## src/rtl/frm_map.vh

```
// Purpose: Constants of the fault response manager
// Assumes: Word-aligned AHB-Lite register map, byte address = index * 4
// Notes: Definitions only
`ifndef FRM_MAP_VH
`define FRM_MAP_VH
// Register indexes
`define FRM_IDX_OC_FAULT 8'h46
`define FRM_IDX_OC_WARN 8'h4a
`define FRM_IDX_OT_FAULT 8'h4f
`define FRM_IDX_OT_WARN 8'h51
`define FRM_IDX_LIMSEL 8'hd7
`define FRM_IDX_RESP 8'he0
`define FRM_IDX_STATUS 8'he1
`define FRM_IDX_MASK 8'he2
`define FRM_IDX_STATE 8'he3
`define FRM_IDX_CTRL 8'he4
// Reset values
`define FRM_RST_OT_FAULT 8'h7d
`define FRM_RST_OT_WARN 8'h64
`define FRM_RST_OC_FAULT 8'hff
`define FRM_RST_OC_WARN 8'hf0
`define FRM_RST_LIMSEL 8'h00
`define FRM_RST_RESP 8'h55
`define FRM_RST_MASK 7'h00
`define FRM_RST_CTRL 1'b0
// Response encodings, two bits each
`define FRM_RSP_LATCH 2'b00
`define FRM_RSP_RESTART 2'b01
`define FRM_RSP_IGNORE 2'b10
// Response field positions
`define FRM_RSP_OT 1:0
`define FRM_RSP_LSOC 3:2
`define FRM_RSP_HSOC 5:4
`define FRM_RSP_OV 7:6
// Limit select fields
`define FRM_LIM_OVSEL 7
`define FRM_LIM_PCT 3:0
// Status bit positions
`define FRM_ST_OTF 0
`define FRM_ST_OTW 1
`define FRM_ST_BGOT 2
`define FRM_ST_LSOCF 3
`define FRM_ST_LSOCW 4
`define FRM_ST_HSOCF 5
`define FRM_ST_OVF 6
// Fixed thresholds and counts
`define FRM_BG_TSD_C 8'd145
`define FRM_HYST_C 8'd20
`define FRM_OC_TRIP 2'd3
`define FRM_HICCUP_MULT 7
`define FRM_PWM_DIV 200
`define FRM_TON_RISE_CYC 1000
`endif

```

## src/rtl/frm_fault_mgr.v

```verilog
// Purpose: Fault and warning response manager of a power converter controller
// Assumes: All inputs synchronous to hclk; temperature in degrees C, unsigned
// Notes: Overvoltage latch-off clears only through reset or a thermal fault
// Notes: A status read clears every bit; a set in that cycle is kept
// Notes: Overcurrent events are counted once per switching cycle enable
// Notes: Summary of operation follows
// Summary of operation
// RULE1 - Programmable overtemperature fault, latch or restart: both switches off, power good low.
// RULE2 - Ignored overtemperature or low-side overcurrent fault: PWM keeps control, power good high.
// RULE3 - Overtemperature warning never stops switching; power good follows fault response.
// RULE4 - Bandgap overtemperature always shuts both switches off, restarts after cooling.
// RULE5 - Overcurrent fault with latch: both switches off after three counts, stay off.
// RULE6 - Overcurrent fault with restart: off after three counts, restart after seven rise times.
// RULE7 - Ignored high-side overcurrent: each high-side pulse ends at peak limit.
// RULE8 - Low-side overcurrent warning keeps switching; power good follows fault response.
// RULE9 - Overvoltage fault: high side off, low side latched on or until feedback low.
// RULE10 - Overvoltage restart waits seven rise times; power good low during fault.
// RULE11 - All events monitored always, raise alert, each one maskable. The overvoltage warning has no status bit and raises no alert.
// RULE12 - Host programs identical responses into both paralleled converters.
// RULE13 - Overcurrent counter counts up per event cycle, down otherwise, trips at three.
// RULE14 - Overtemperature restart only after temperature falls twenty degrees below trip.
// RULE15 - Each fault class keeps its own response, applied at next evaluation.
`timescale 1ns/100ps
`include "frm_map.vh"

module frm_fault_mgr #(
	parameter PWM_DIV = `FRM_PWM_DIV,
	parameter TON_RISE_CYC = `FRM_TON_RISE_CYC
) (
	input wire hclk, // System clock
	input wire hresetn, // Async reset, active low
	input wire hsel, // Slave select
	input wire [11:0] haddr, // Byte address
	input wire [1:0] htrans, // Transfer type
	input wire hwrite, // Write access
	input wire [2:0] hsize, // Transfer size
	input wire [31:0] hwdata, // Write data
	input wire hready, // Bus ready
	output reg [31:0] hrdata, // Read data
	output reg hreadyout, // Slave ready
	output reg hresp, // Response, always OKAY
	input wire pwm_hs_in, // PWM demand, high side
	input wire pwm_ls_in, // PWM demand, low side
	input wire [7:0] temp_in, // Junction temperature
	input wire [7:0] iout_in, // Averaged low-side current
	input wire hs_oc_in, // High-side peak limit exceeded
	input wire ov_in, // Feedback above overvoltage level
	input wire ov_warn_in, // Feedback above overvoltage warning
	input wire feedback_sense_input, // Feedback below 0.2 V
	output reg hs_gate_out, // High-side switch drive
	output reg ls_gate_out, // Low-side switch drive
	output reg power_good_out, // Power good
	output reg alert_n_out, // Alert line, active low
	output reg irq_out, // Interrupt, active high
	output reg [3:0] output_voltage_limit_percent_select // Limit selection
);

	localparam ST_RUN = 5'b00001;
	localparam ST_OFF = 5'b00010;
	localparam ST_COOL = 5'b00100;
	localparam ST_DIS = 5'b01000;
	localparam ST_WAIT = 5'b10000;
	localparam [31:0] WAIT_CYC = `FRM_HICCUP_MULT * TON_RISE_CYC;

	function ignored;
		input [1:0] rsp;
		begin
			ignored = rsp[1];
		end
	endfunction

	function [7:0] cool_level;
		input [7:0] trip;
		begin
			cool_level = (trip > `FRM_HYST_C) ? trip - `FRM_HYST_C : 8'h00;
		end
	endfunction

	reg [7:0] ot_fault_q;
	reg [7:0] ot_warn_q;
	reg [7:0] oc_fault_q;
	reg [7:0] oc_warn_q;
	reg [7:0] limsel_q;
	reg [7:0] resp_q;
	reg [6:0] status_q;
	reg [6:0] mask_q;
	reg en_q;
	reg [4:0] state_q;
	reg [7:0] cool_trip_q;
	reg [31:0] div_q;
	reg [31:0] wait_q;
	reg cyc_en_q;
	reg [1:0] oc_cnt_q;
	reg ls_ev_q;
	reg hs_ev_q;
	reg hs_lim_q;
	reg dis_done_q;
	reg rsp_latch_q;
	reg wr_pend_q;
	reg [7:0] wr_idx_q;

	wire acc = hsel & hready & htrans[1];
	wire [7:0] idx = haddr[9:2];
	// Upper address words are reserved: reads give zero, writes drop
	wire in_map = (haddr[11:10] == 2'b00);
	wire rd_status = acc & ~hwrite & (idx == `FRM_IDX_STATUS) & in_map;

	// Live condition detection, monitored in every state
	wire otf = temp_in >= ot_fault_q; // see RULE11
	wire otw = temp_in >= ot_warn_q;
	wire bgot = temp_in >= `FRM_BG_TSD_C;
	wire lsocw = iout_in >= oc_warn_q;
	wire lsoc = iout_in >= oc_fault_q;
	wire [1:0] rsp_ot = resp_q[`FRM_RSP_OT]; // see RULE15
	wire [1:0] rsp_ls = resp_q[`FRM_RSP_LSOC];
	wire [1:0] rsp_hs = resp_q[`FRM_RSP_HSOC];
	wire [1:0] rsp_ov = resp_q[`FRM_RSP_OV];
	wire ev_now = ls_ev_q | hs_ev_q | lsoc | hs_oc_in;
	wire oc_trip = cyc_en_q & ev_now & (oc_cnt_q == `FRM_OC_TRIP - 2'd1); // see RULE13
	wire oc_from_ls = ls_ev_q | lsoc;
	wire [1:0] rsp_oc = oc_from_ls ? rsp_ls : rsp_hs;
	wire hsocf = oc_trip & ~oc_from_ls;
	wire lsocf = oc_trip & oc_from_ls;
	wire wait_done = (wait_q >= WAIT_CYC - 1) & cyc_en_q;
	wire fb_low = feedback_sense_input;

	// Sticky status; a set in the clearing read cycle is kept
	wire [6:0] st_set = {ov_in, hsocf, lsocw, lsocf, bgot, otw, otf}; // see RULE11
	wire [6:0] st_d = (status_q & ~({7{rd_status}})) | st_set;

	// Register bus
	always @(posedge hclk or negedge hresetn) begin
		if (!hresetn) begin
			hrdata <= 32'h00000000;
			hreadyout <= 1'b1;
			hresp <= 1'b0;
			wr_pend_q <= 1'b0;
			wr_idx_q <= 8'h00;
		end else begin
			hreadyout <= 1'b1;
			hresp <= 1'b0;
			wr_pend_q <= acc & hwrite & in_map;
			wr_idx_q <= idx;
			if (acc & ~hwrite) begin
				if (!in_map)
					hrdata <= 32'h00000000;
				else if (idx == `FRM_IDX_OT_FAULT)
					hrdata <= {24'h000000, ot_fault_q};
				else if (idx == `FRM_IDX_OT_WARN)
					hrdata <= {24'h000000, ot_warn_q};
				else if (idx == `FRM_IDX_OC_FAULT)
					hrdata <= {24'h000000, oc_fault_q};
				else if (idx == `FRM_IDX_OC_WARN)
					hrdata <= {24'h000000, oc_warn_q};
				else if (idx == `FRM_IDX_LIMSEL)
					hrdata <= {24'h000000, limsel_q};
				else if (idx == `FRM_IDX_RESP)
					hrdata <= {24'h000000, resp_q};
				else if (idx == `FRM_IDX_STATUS)
					hrdata <= {25'h0000000, status_q};
				else if (idx == `FRM_IDX_MASK)
					hrdata <= {25'h0000000, mask_q};
				else if (idx == `FRM_IDX_STATE)
					hrdata <= {22'h000000, oc_cnt_q, power_good_out, ls_gate_out, hs_gate_out, state_q};
				else if (idx == `FRM_IDX_CTRL)
					hrdata <= {31'h00000000, en_q};
				else
					hrdata <= 32'h00000000;
			end
		end
	end

	// Register file, written in the data phase
	always @(posedge hclk or negedge hresetn) begin
		if (!hresetn) begin
			ot_fault_q <= `FRM_RST_OT_FAULT;
			ot_warn_q <= `FRM_RST_OT_WARN;
			oc_fault_q <= `FRM_RST_OC_FAULT;
			oc_warn_q <= `FRM_RST_OC_WARN;
			limsel_q <= `FRM_RST_LIMSEL;
			resp_q <= `FRM_RST_RESP;
			mask_q <= `FRM_RST_MASK;
			en_q <= `FRM_RST_CTRL;
			status_q <= 7'h00;
		end else begin
			status_q <= st_d;
			// Status, state and unmapped words ignore writes
			if (wr_pend_q) begin
				if (wr_idx_q == `FRM_IDX_OT_FAULT)
					ot_fault_q <= hwdata[7:0];
				else if (wr_idx_q == `FRM_IDX_OT_WARN)
					ot_warn_q <= hwdata[7:0];
				else if (wr_idx_q == `FRM_IDX_OC_FAULT)
					oc_fault_q <= hwdata[7:0];
				else if (wr_idx_q == `FRM_IDX_OC_WARN)
					oc_warn_q <= hwdata[7:0];
				else if (wr_idx_q == `FRM_IDX_LIMSEL)
					limsel_q <= hwdata[7:0];
				else if (wr_idx_q == `FRM_IDX_RESP)
					resp_q <= hwdata[7:0];
				else if (wr_idx_q == `FRM_IDX_MASK)
					mask_q <= hwdata[6:0];
				else if (wr_idx_q == `FRM_IDX_CTRL)
					en_q <= hwdata[0];
			end
		end
	end

	// Switching cycle enable and overcurrent counter
	always @(posedge hclk or negedge hresetn) begin
		if (!hresetn) begin
			div_q <= 32'h00000000;
			cyc_en_q <= 1'b0;
			oc_cnt_q <= 2'd0;
			ls_ev_q <= 1'b0;
			hs_ev_q <= 1'b0;
			hs_lim_q <= 1'b0;
		end else begin
			cyc_en_q <= (div_q == PWM_DIV - 2);
			div_q <= (div_q >= PWM_DIV - 1) ? 32'h00000000 : div_q + 32'h00000001;
			if (cyc_en_q) begin
				ls_ev_q <= 1'b0;
				hs_ev_q <= 1'b0;
				hs_lim_q <= 1'b0;
				// Cleared outside RUN so each restart counts afresh
				if (state_q != ST_RUN)
					oc_cnt_q <= 2'd0;
				else if (ev_now) // see RULE13
					oc_cnt_q <= (oc_cnt_q == `FRM_OC_TRIP) ? oc_cnt_q : oc_cnt_q + 2'd1;
				else if (oc_cnt_q != 2'd0)
					oc_cnt_q <= oc_cnt_q - 2'd1;
			end else begin
				ls_ev_q <= ls_ev_q | lsoc;
				hs_ev_q <= hs_ev_q | hs_oc_in;
				// Peak limit ends the pulse for the rest of the cycle
				hs_lim_q <= hs_lim_q | hs_oc_in; // see RULE7
			end
		end
	end

	// Fault response state machine
	always @(posedge hclk or negedge hresetn) begin
		if (!hresetn) begin
			state_q <= ST_RUN;
			cool_trip_q <= 8'h00;
			wait_q <= 32'h00000000;
			dis_done_q <= 1'b0;
			rsp_latch_q <= 1'b0;
		end else begin
			case (state_q)
			ST_RUN: begin
				wait_q <= 32'h00000000;
				dis_done_q <= 1'b0;
				if (bgot) begin
					state_q <= ST_COOL; // see RULE4
					cool_trip_q <= `FRM_BG_TSD_C;
				end else if (otf & ~ignored(rsp_ot)) begin
					state_q <= (rsp_ot == `FRM_RSP_LATCH) ? ST_OFF : ST_COOL; // see RULE1
					cool_trip_q <= ot_fault_q;
				end else if (ov_in & ~ignored(rsp_ov)) begin
					state_q <= ST_DIS; // see RULE9
					rsp_latch_q <= (rsp_ov == `FRM_RSP_LATCH);
				end else if (oc_trip & ~ignored(rsp_oc)) begin
					// Third counted cycle done, switches go off now
					state_q <= (rsp_oc == `FRM_RSP_LATCH) ? ST_OFF : ST_WAIT; // see RULE5 see RULE6
				end
			end
			ST_OFF: begin
				// Latched until software drops the enable
				if (!en_q)
					state_q <= ST_RUN;
			end
			ST_COOL: begin
				// Bandgap and programmable trips share this wait, each with its own level
				if (temp_in <= cool_level(cool_trip_q))
					state_q <= ST_RUN; // see RULE14
			end
			ST_DIS: begin
				// Low side per select bit; only restart mode counts toward restart
				if (fb_low)
					dis_done_q <= 1'b1;
				if (!rsp_latch_q) begin
					if (cyc_en_q)
						wait_q <= wait_q + 32'h00000001;
					if (wait_done)
						state_q <= ST_RUN; // see RULE10
				end
			end
			ST_WAIT: begin
				// Both switches stay off while the hiccup timer runs
				if (cyc_en_q)
					wait_q <= wait_q + 32'h00000001;
				if (wait_done)
					state_q <= ST_RUN; // see RULE6
			end
			default: state_q <= ST_OFF;
			endcase
			// Thermal faults also end a discharge or hiccup wait, and an
			// overvoltage during the wait discharges before restarting
			if ((state_q == ST_DIS) | (state_q == ST_WAIT)) begin
				if (bgot) begin
					state_q <= ST_COOL; // see RULE4
					cool_trip_q <= `FRM_BG_TSD_C;
				end else if (otf & ~ignored(rsp_ot)) begin
					state_q <= (rsp_ot == `FRM_RSP_LATCH) ? ST_OFF : ST_COOL; // see RULE1
					cool_trip_q <= ot_fault_q;
				end else if ((state_q == ST_WAIT) & ov_in & ~ignored(rsp_ov)) begin
					state_q <= ST_DIS; // see RULE9
					rsp_latch_q <= (rsp_ov == `FRM_RSP_LATCH);
					wait_q <= 32'h00000000;
				end
			end
		end
	end

	// Outputs, all from flip-flops
	wire run = (state_q == ST_RUN) & en_q;
	wire ls_dis = (state_q == ST_DIS) & ~(limsel_q[`FRM_LIM_OVSEL] & dis_done_q); // see RULE9
	wire pg_warn = (otw & ~ignored(rsp_ot)) | (lsocw & ~ignored(rsp_ls)); // see RULE3 see RULE8
	// Overvoltage warning pulls power good low in every mode
	wire pg_d = run & ~pg_warn & ~(ov_in & ~ignored(rsp_ov)) & ~ov_warn_in; // see RULE2 see RULE10
	wire irq_d = |(st_d & ~mask_q); // see RULE11

	always @(posedge hclk or negedge hresetn) begin
		if (!hresetn) begin
			hs_gate_out <= 1'b0;
			ls_gate_out <= 1'b0;
			power_good_out <= 1'b0;
			alert_n_out <= 1'b1;
			irq_out <= 1'b0;
			output_voltage_limit_percent_select <= 4'h0;
		end else begin
			// Warnings and ignored faults never block the PWM path, except the high-side peak limit, which cuts the pulse in every response mode
			hs_gate_out <= run & pwm_hs_in & ~hs_lim_q & ~hs_oc_in; // see RULE2 see RULE7
			ls_gate_out <= (run & pwm_ls_in) | ls_dis; // see RULE8
			power_good_out <= pg_d;
			irq_out <= irq_d;
			alert_n_out <= ~irq_d;
			output_voltage_limit_percent_select <= limsel_q[`FRM_LIM_PCT];
		end
	end

endmodule // frm_fault_mgr

```

## config.mk

```make
export PLATFORM = sky130hd
export DESIGN_NAME = frm_fault_mgr
export DESIGN_NICKNAME = d
export VERILOG_FILES = /design/src/rtl/frm_fault_mgr.v
export VERILOG_INCLUDE_DIRS = /design/src /design/src/rtl
export SDC_FILE = /design/constraint.sdc
export NUM_CORES = 1
export LEC_CHECK = 0
export ABC_AREA = 1
export BUFFER_PORTS_ARGS = -buffer_cell sky130_fd_sc_hd__buf_2
export CAP_MARGIN = 10
export CORE_ASPECT_RATIO = 0.9
export CORE_MARGIN = 2
export CORE_UTILIZATION = 50
export CTS_CLUSTER_DIAMETER = 40
export DETAILED_ROUTE_END_ITERATION = 12
export PLACE_DENSITY = 0.7
export SLEW_MARGIN = 10
export SYNTH_ARGS = -nofsm -noshare
export SYNTH_HDL_FRONTEND = slang
export SYNTH_SLANG_ARGS = --single-unit
export TNS_END_PERCENT = 50
```

## constraint.sdc

```tcl
create_clock -name hclk -period 3.3 [get_ports hclk]
set_input_delay 0.33 -clock hclk [delete_from_list [all_inputs] [get_ports hclk]]
set_output_delay 0.33 -clock hclk [all_outputs]
set_load 0.01 [all_outputs]
```

==> flow_summary_export.csv <==
group,metric,value,unit
status,status,"completed",
clocking,clock-sinks,176,
synthesis,yosysUniqueCellTypes,58,
layout,layout.nets,1604,
synthesis,synth_edf_count,0,
route,viasPerCell,5.33,
power,ir_drop,0.282,mV
power,powerDensity,417,nW/um^2
worst_setup_path,rr_endpoint,"state_q[0]$_DFF_PN1_",
die,core,20700,sq um
sta,tightest_slew,733,ps
synthesis,synth.avg_cell_area,7.51,sq um
sta,relSlewSlack,0.512,
sta,post-route-period-util,0.842,
route,drc,0,
clocking,cts_resized,0,
clocking,path_clk_slew,70,ps
global_routing,grt_antenna_before_repair,0,
global_routing,overflow,0,
layout,final_area,11700,sq um
die,dieArea,22200,sq um
route,ant_nets,0,
synthesis,ys_warn_count,0,
worst_setup_path,end_kind,"flip-flop",
worst_setup_path,start_kind,"flip-flop",
route,wl_per_cell,14.9,microns
sta,setup_viol,0,
sta,max_freq,360,MHz
clocking,cts.path.max_buffers,2,
synthesis,synth-seq-area-share,0.422,
die,die_width,157,microns
global_routing,grt_max_degree,78,
worst_setup_path,required,3670,ps
power,p_leak,6.22,nW
layout,drive_gt1_frac,0.118,
die,rows,50,
placement,postPlaceCellArea,11100,sq um
hold_path,hp-class,"input pin to flip-flop",
placement,dp_hpwl,19.7,mm
route,wl,26.5,mm
layout,diodes,0,
clocking,hold_buffers,1,
sta,slew_viol_final,0,
synthesis,ys_seq_elements,176,
worst_setup_path,criticalPathCategory,"flip-flop to flip-flop",
global_routing,grt_pass1_vias,8762,
worst_setup_path,ff2ff_path_depth,21,
hold_path,hold_depth,1,
route,drtIter0Drc,910,
power,power,4.90,mW
route,vias,9498,
layout,final_cell_mix,"nand2_1 (336), inv_1 (201), dfrtp_1 (149)",
worst_setup_path,reg2reg_slack,520,ps
hold_path,hold_end,"wr_idx_q[4]$_DFF_PN0_",
synthesis,postSynthCellCount,1398,
layout,final_common_cell,"nand2_1",
sta,fin_tns_setup,0,ps
layout,area_delta_synth_final,11.6,%
synthesis,netlist_area,10500,sq um
global_routing,grt_pass1_wl,44.1,mm
clocking,cts_tree,"done",
clocking,clk_latency,430,ps
sta,fin_crit,2780,ps
job,drv_cap,0,
worst_setup_path,cp_max_fo,4,
hold_path,hp-start,"haddr[6]",
worst_setup_path,r2r-start,"cool_trip_q[2]$_DFF_PN0_",
die,die_y,142,microns
clocking,cts_made_buffers,17,
die,num_io_pins,119,
global_routing,grt.total_usage,0.252,
clocking,cts_max_level,4,
layout,final_util,0.566,
layout,fillers,1945,
synthesis,async_flop_share,1.00,
clocking,clock-root-buffer,"clkbuf_16",
sta,hold_viol_final,0,
route,firstDrtPassIters,5,
layout,reg_top3,"div_q (32), wait_q (32), hrdata (10)",
synthesis,synth-main-ff-cell,"dfrtp_1",
sta,rsz0062_at_grt,"no",
die,start_util,0.507,
worst_setup_path,crit_arrival,3150,ps
placement,gp_congestion,0.910,
clocking,cts_setup_buffers,0,
sta,clock_skew,11.5,ps
placement,port_buffers,64,
[cell usage after synthesis (7+ instances only)]
cell | count | area share
buf_4 | 28 | 0.020
nor2_1 | 123 | 0.044
nand3_1 | 67 | 0.032
xor2_1 | 11 | 0.0092
nand2_1 | 336 | 0.12
a21oi_1 | 69 | 0.033
dfrtp_1 | 149 | 0.35
o21ai_0 | 136 | 0.065
o21ai_1 | 7 | 0.0033
nor3_1 | 24 | 0.011
o211ai_1 | 15 | 0.011
nor4_1 | 10 | 0.0060
nor2_2 | 9 | 0.0054
inv_2 | 11 | 0.0039
ha_1 | 45 | 0.054
inv_1 | 201 | 0.072
dfstp_2 | 27 | 0.068
nand4_1 | 28 | 0.017
clkbuf_1 | 17 | 0.0061
[routing by layer]
metal,wire length [microns],vias to the layer above,part of all wire,global-route usage
met2,11400,341,0.43,0.369
met3,2110,19,0.080,0.0501
li1,-,4664,-,-
met4,180,0,0.0068,0.0507
met5,0,-,0,0
met1,12800,4474,0.48,0.387
[final cells by class]
cell class / instances / area, sq um / area share
Inverter: 214 / 808 / 0.0689
Multi-Input combinational cell: 1000 / 5110 / 0.435
Clock inverter: 11 / 131 / 0.0112
Sequential cell: 176 / 4440 / 0.378
Tap cell: 286 / 358 / 0.0305
Clock buffer: 20 / 457 / 0.0389
Timing Repair Buffer: 74 / 429 / 0.0366
[cell families after synthesis]
kind of cell	after synthesis	share of synthesized area
adders and majority gates	45	0.0536
and+or+nand+nor	631	0.265
buffers and inverters	268	0.108
AOI/OAI and AO/OA	264	0.141
DFF	176	0.422
other	2	0.000715
xor gates and xnor gates	12	0.0100
[worst max-delay path, stage by stage (launching register included)]
cell	delay, ps
dfrtp_1	350
inv_1	80
ha_1	210
nor2_1	160
inv_1	100
a31oi_1	150
nor2_1	80
or2_2	270
ha_1	300
nand2_1	50
inv_1	60
o21ai_0	70
nand2_1	60
nand2_1	50
o211ai_1	120
nand3_1	110
nand2_1	100
nand2_1	80
o21ai_0	170
inv_1	60
nand2_1	60
inv_1	30
[worst max-delay path by stage]
stage | startpoint | to | slack (ps) | depth (start not counted)
floorplan | cool_trip_q[2]$_DFF_PN0_ | state_q[0]$_DFF_PN1_ | 910 | 21
global placement | cool_trip_q[2]$_DFF_PN0_ | state_q[0]$_DFF_PN1_ | 670 | 21
detailed placement | cool_trip_q[2]$_DFF_PN0_ | state_q[0]$_DFF_PN1_ | 570 | 21
CTS | cool_trip_q[2]$_DFF_PN0_ | state_q[0]$_DFF_PN1_ | 560 | 21
global route | cool_trip_q[2]$_DFF_PN0_ | state_q[0]$_DFF_PN1_ | 250 | 22
finish | cool_trip_q[2]$_DFF_PN0_ | state_q[0]$_DFF_PN1_ | 520 | 21
[power by group]
| part | switching (mW) | total [mW] | internal (mW) |
|---|---|---|---|
| sequential | 0.0926 | 2.34 | 2.24 |
| combinational | 0.344 | 0.516 | 0.173 |
| clock | 0.882 | 2.04 | 1.16 |
[per-stage QoR]
| step | worst slack, ps | std cells | hold WS (ps) |
|---|---|---|---|
| after floorplan | 912 | 1444 | 34.4 |
| after global placement | 670 | 1749 | 391 |
| after detailed placement | 573 | 1749 | 390 |
| after CTS | 557 | 1781 | 40.2 |
| after global routing | 245 | 1781 | 44.9 |
| final | 520 | 1781 | 46.5 |
(Power assumes the default switching activity.)
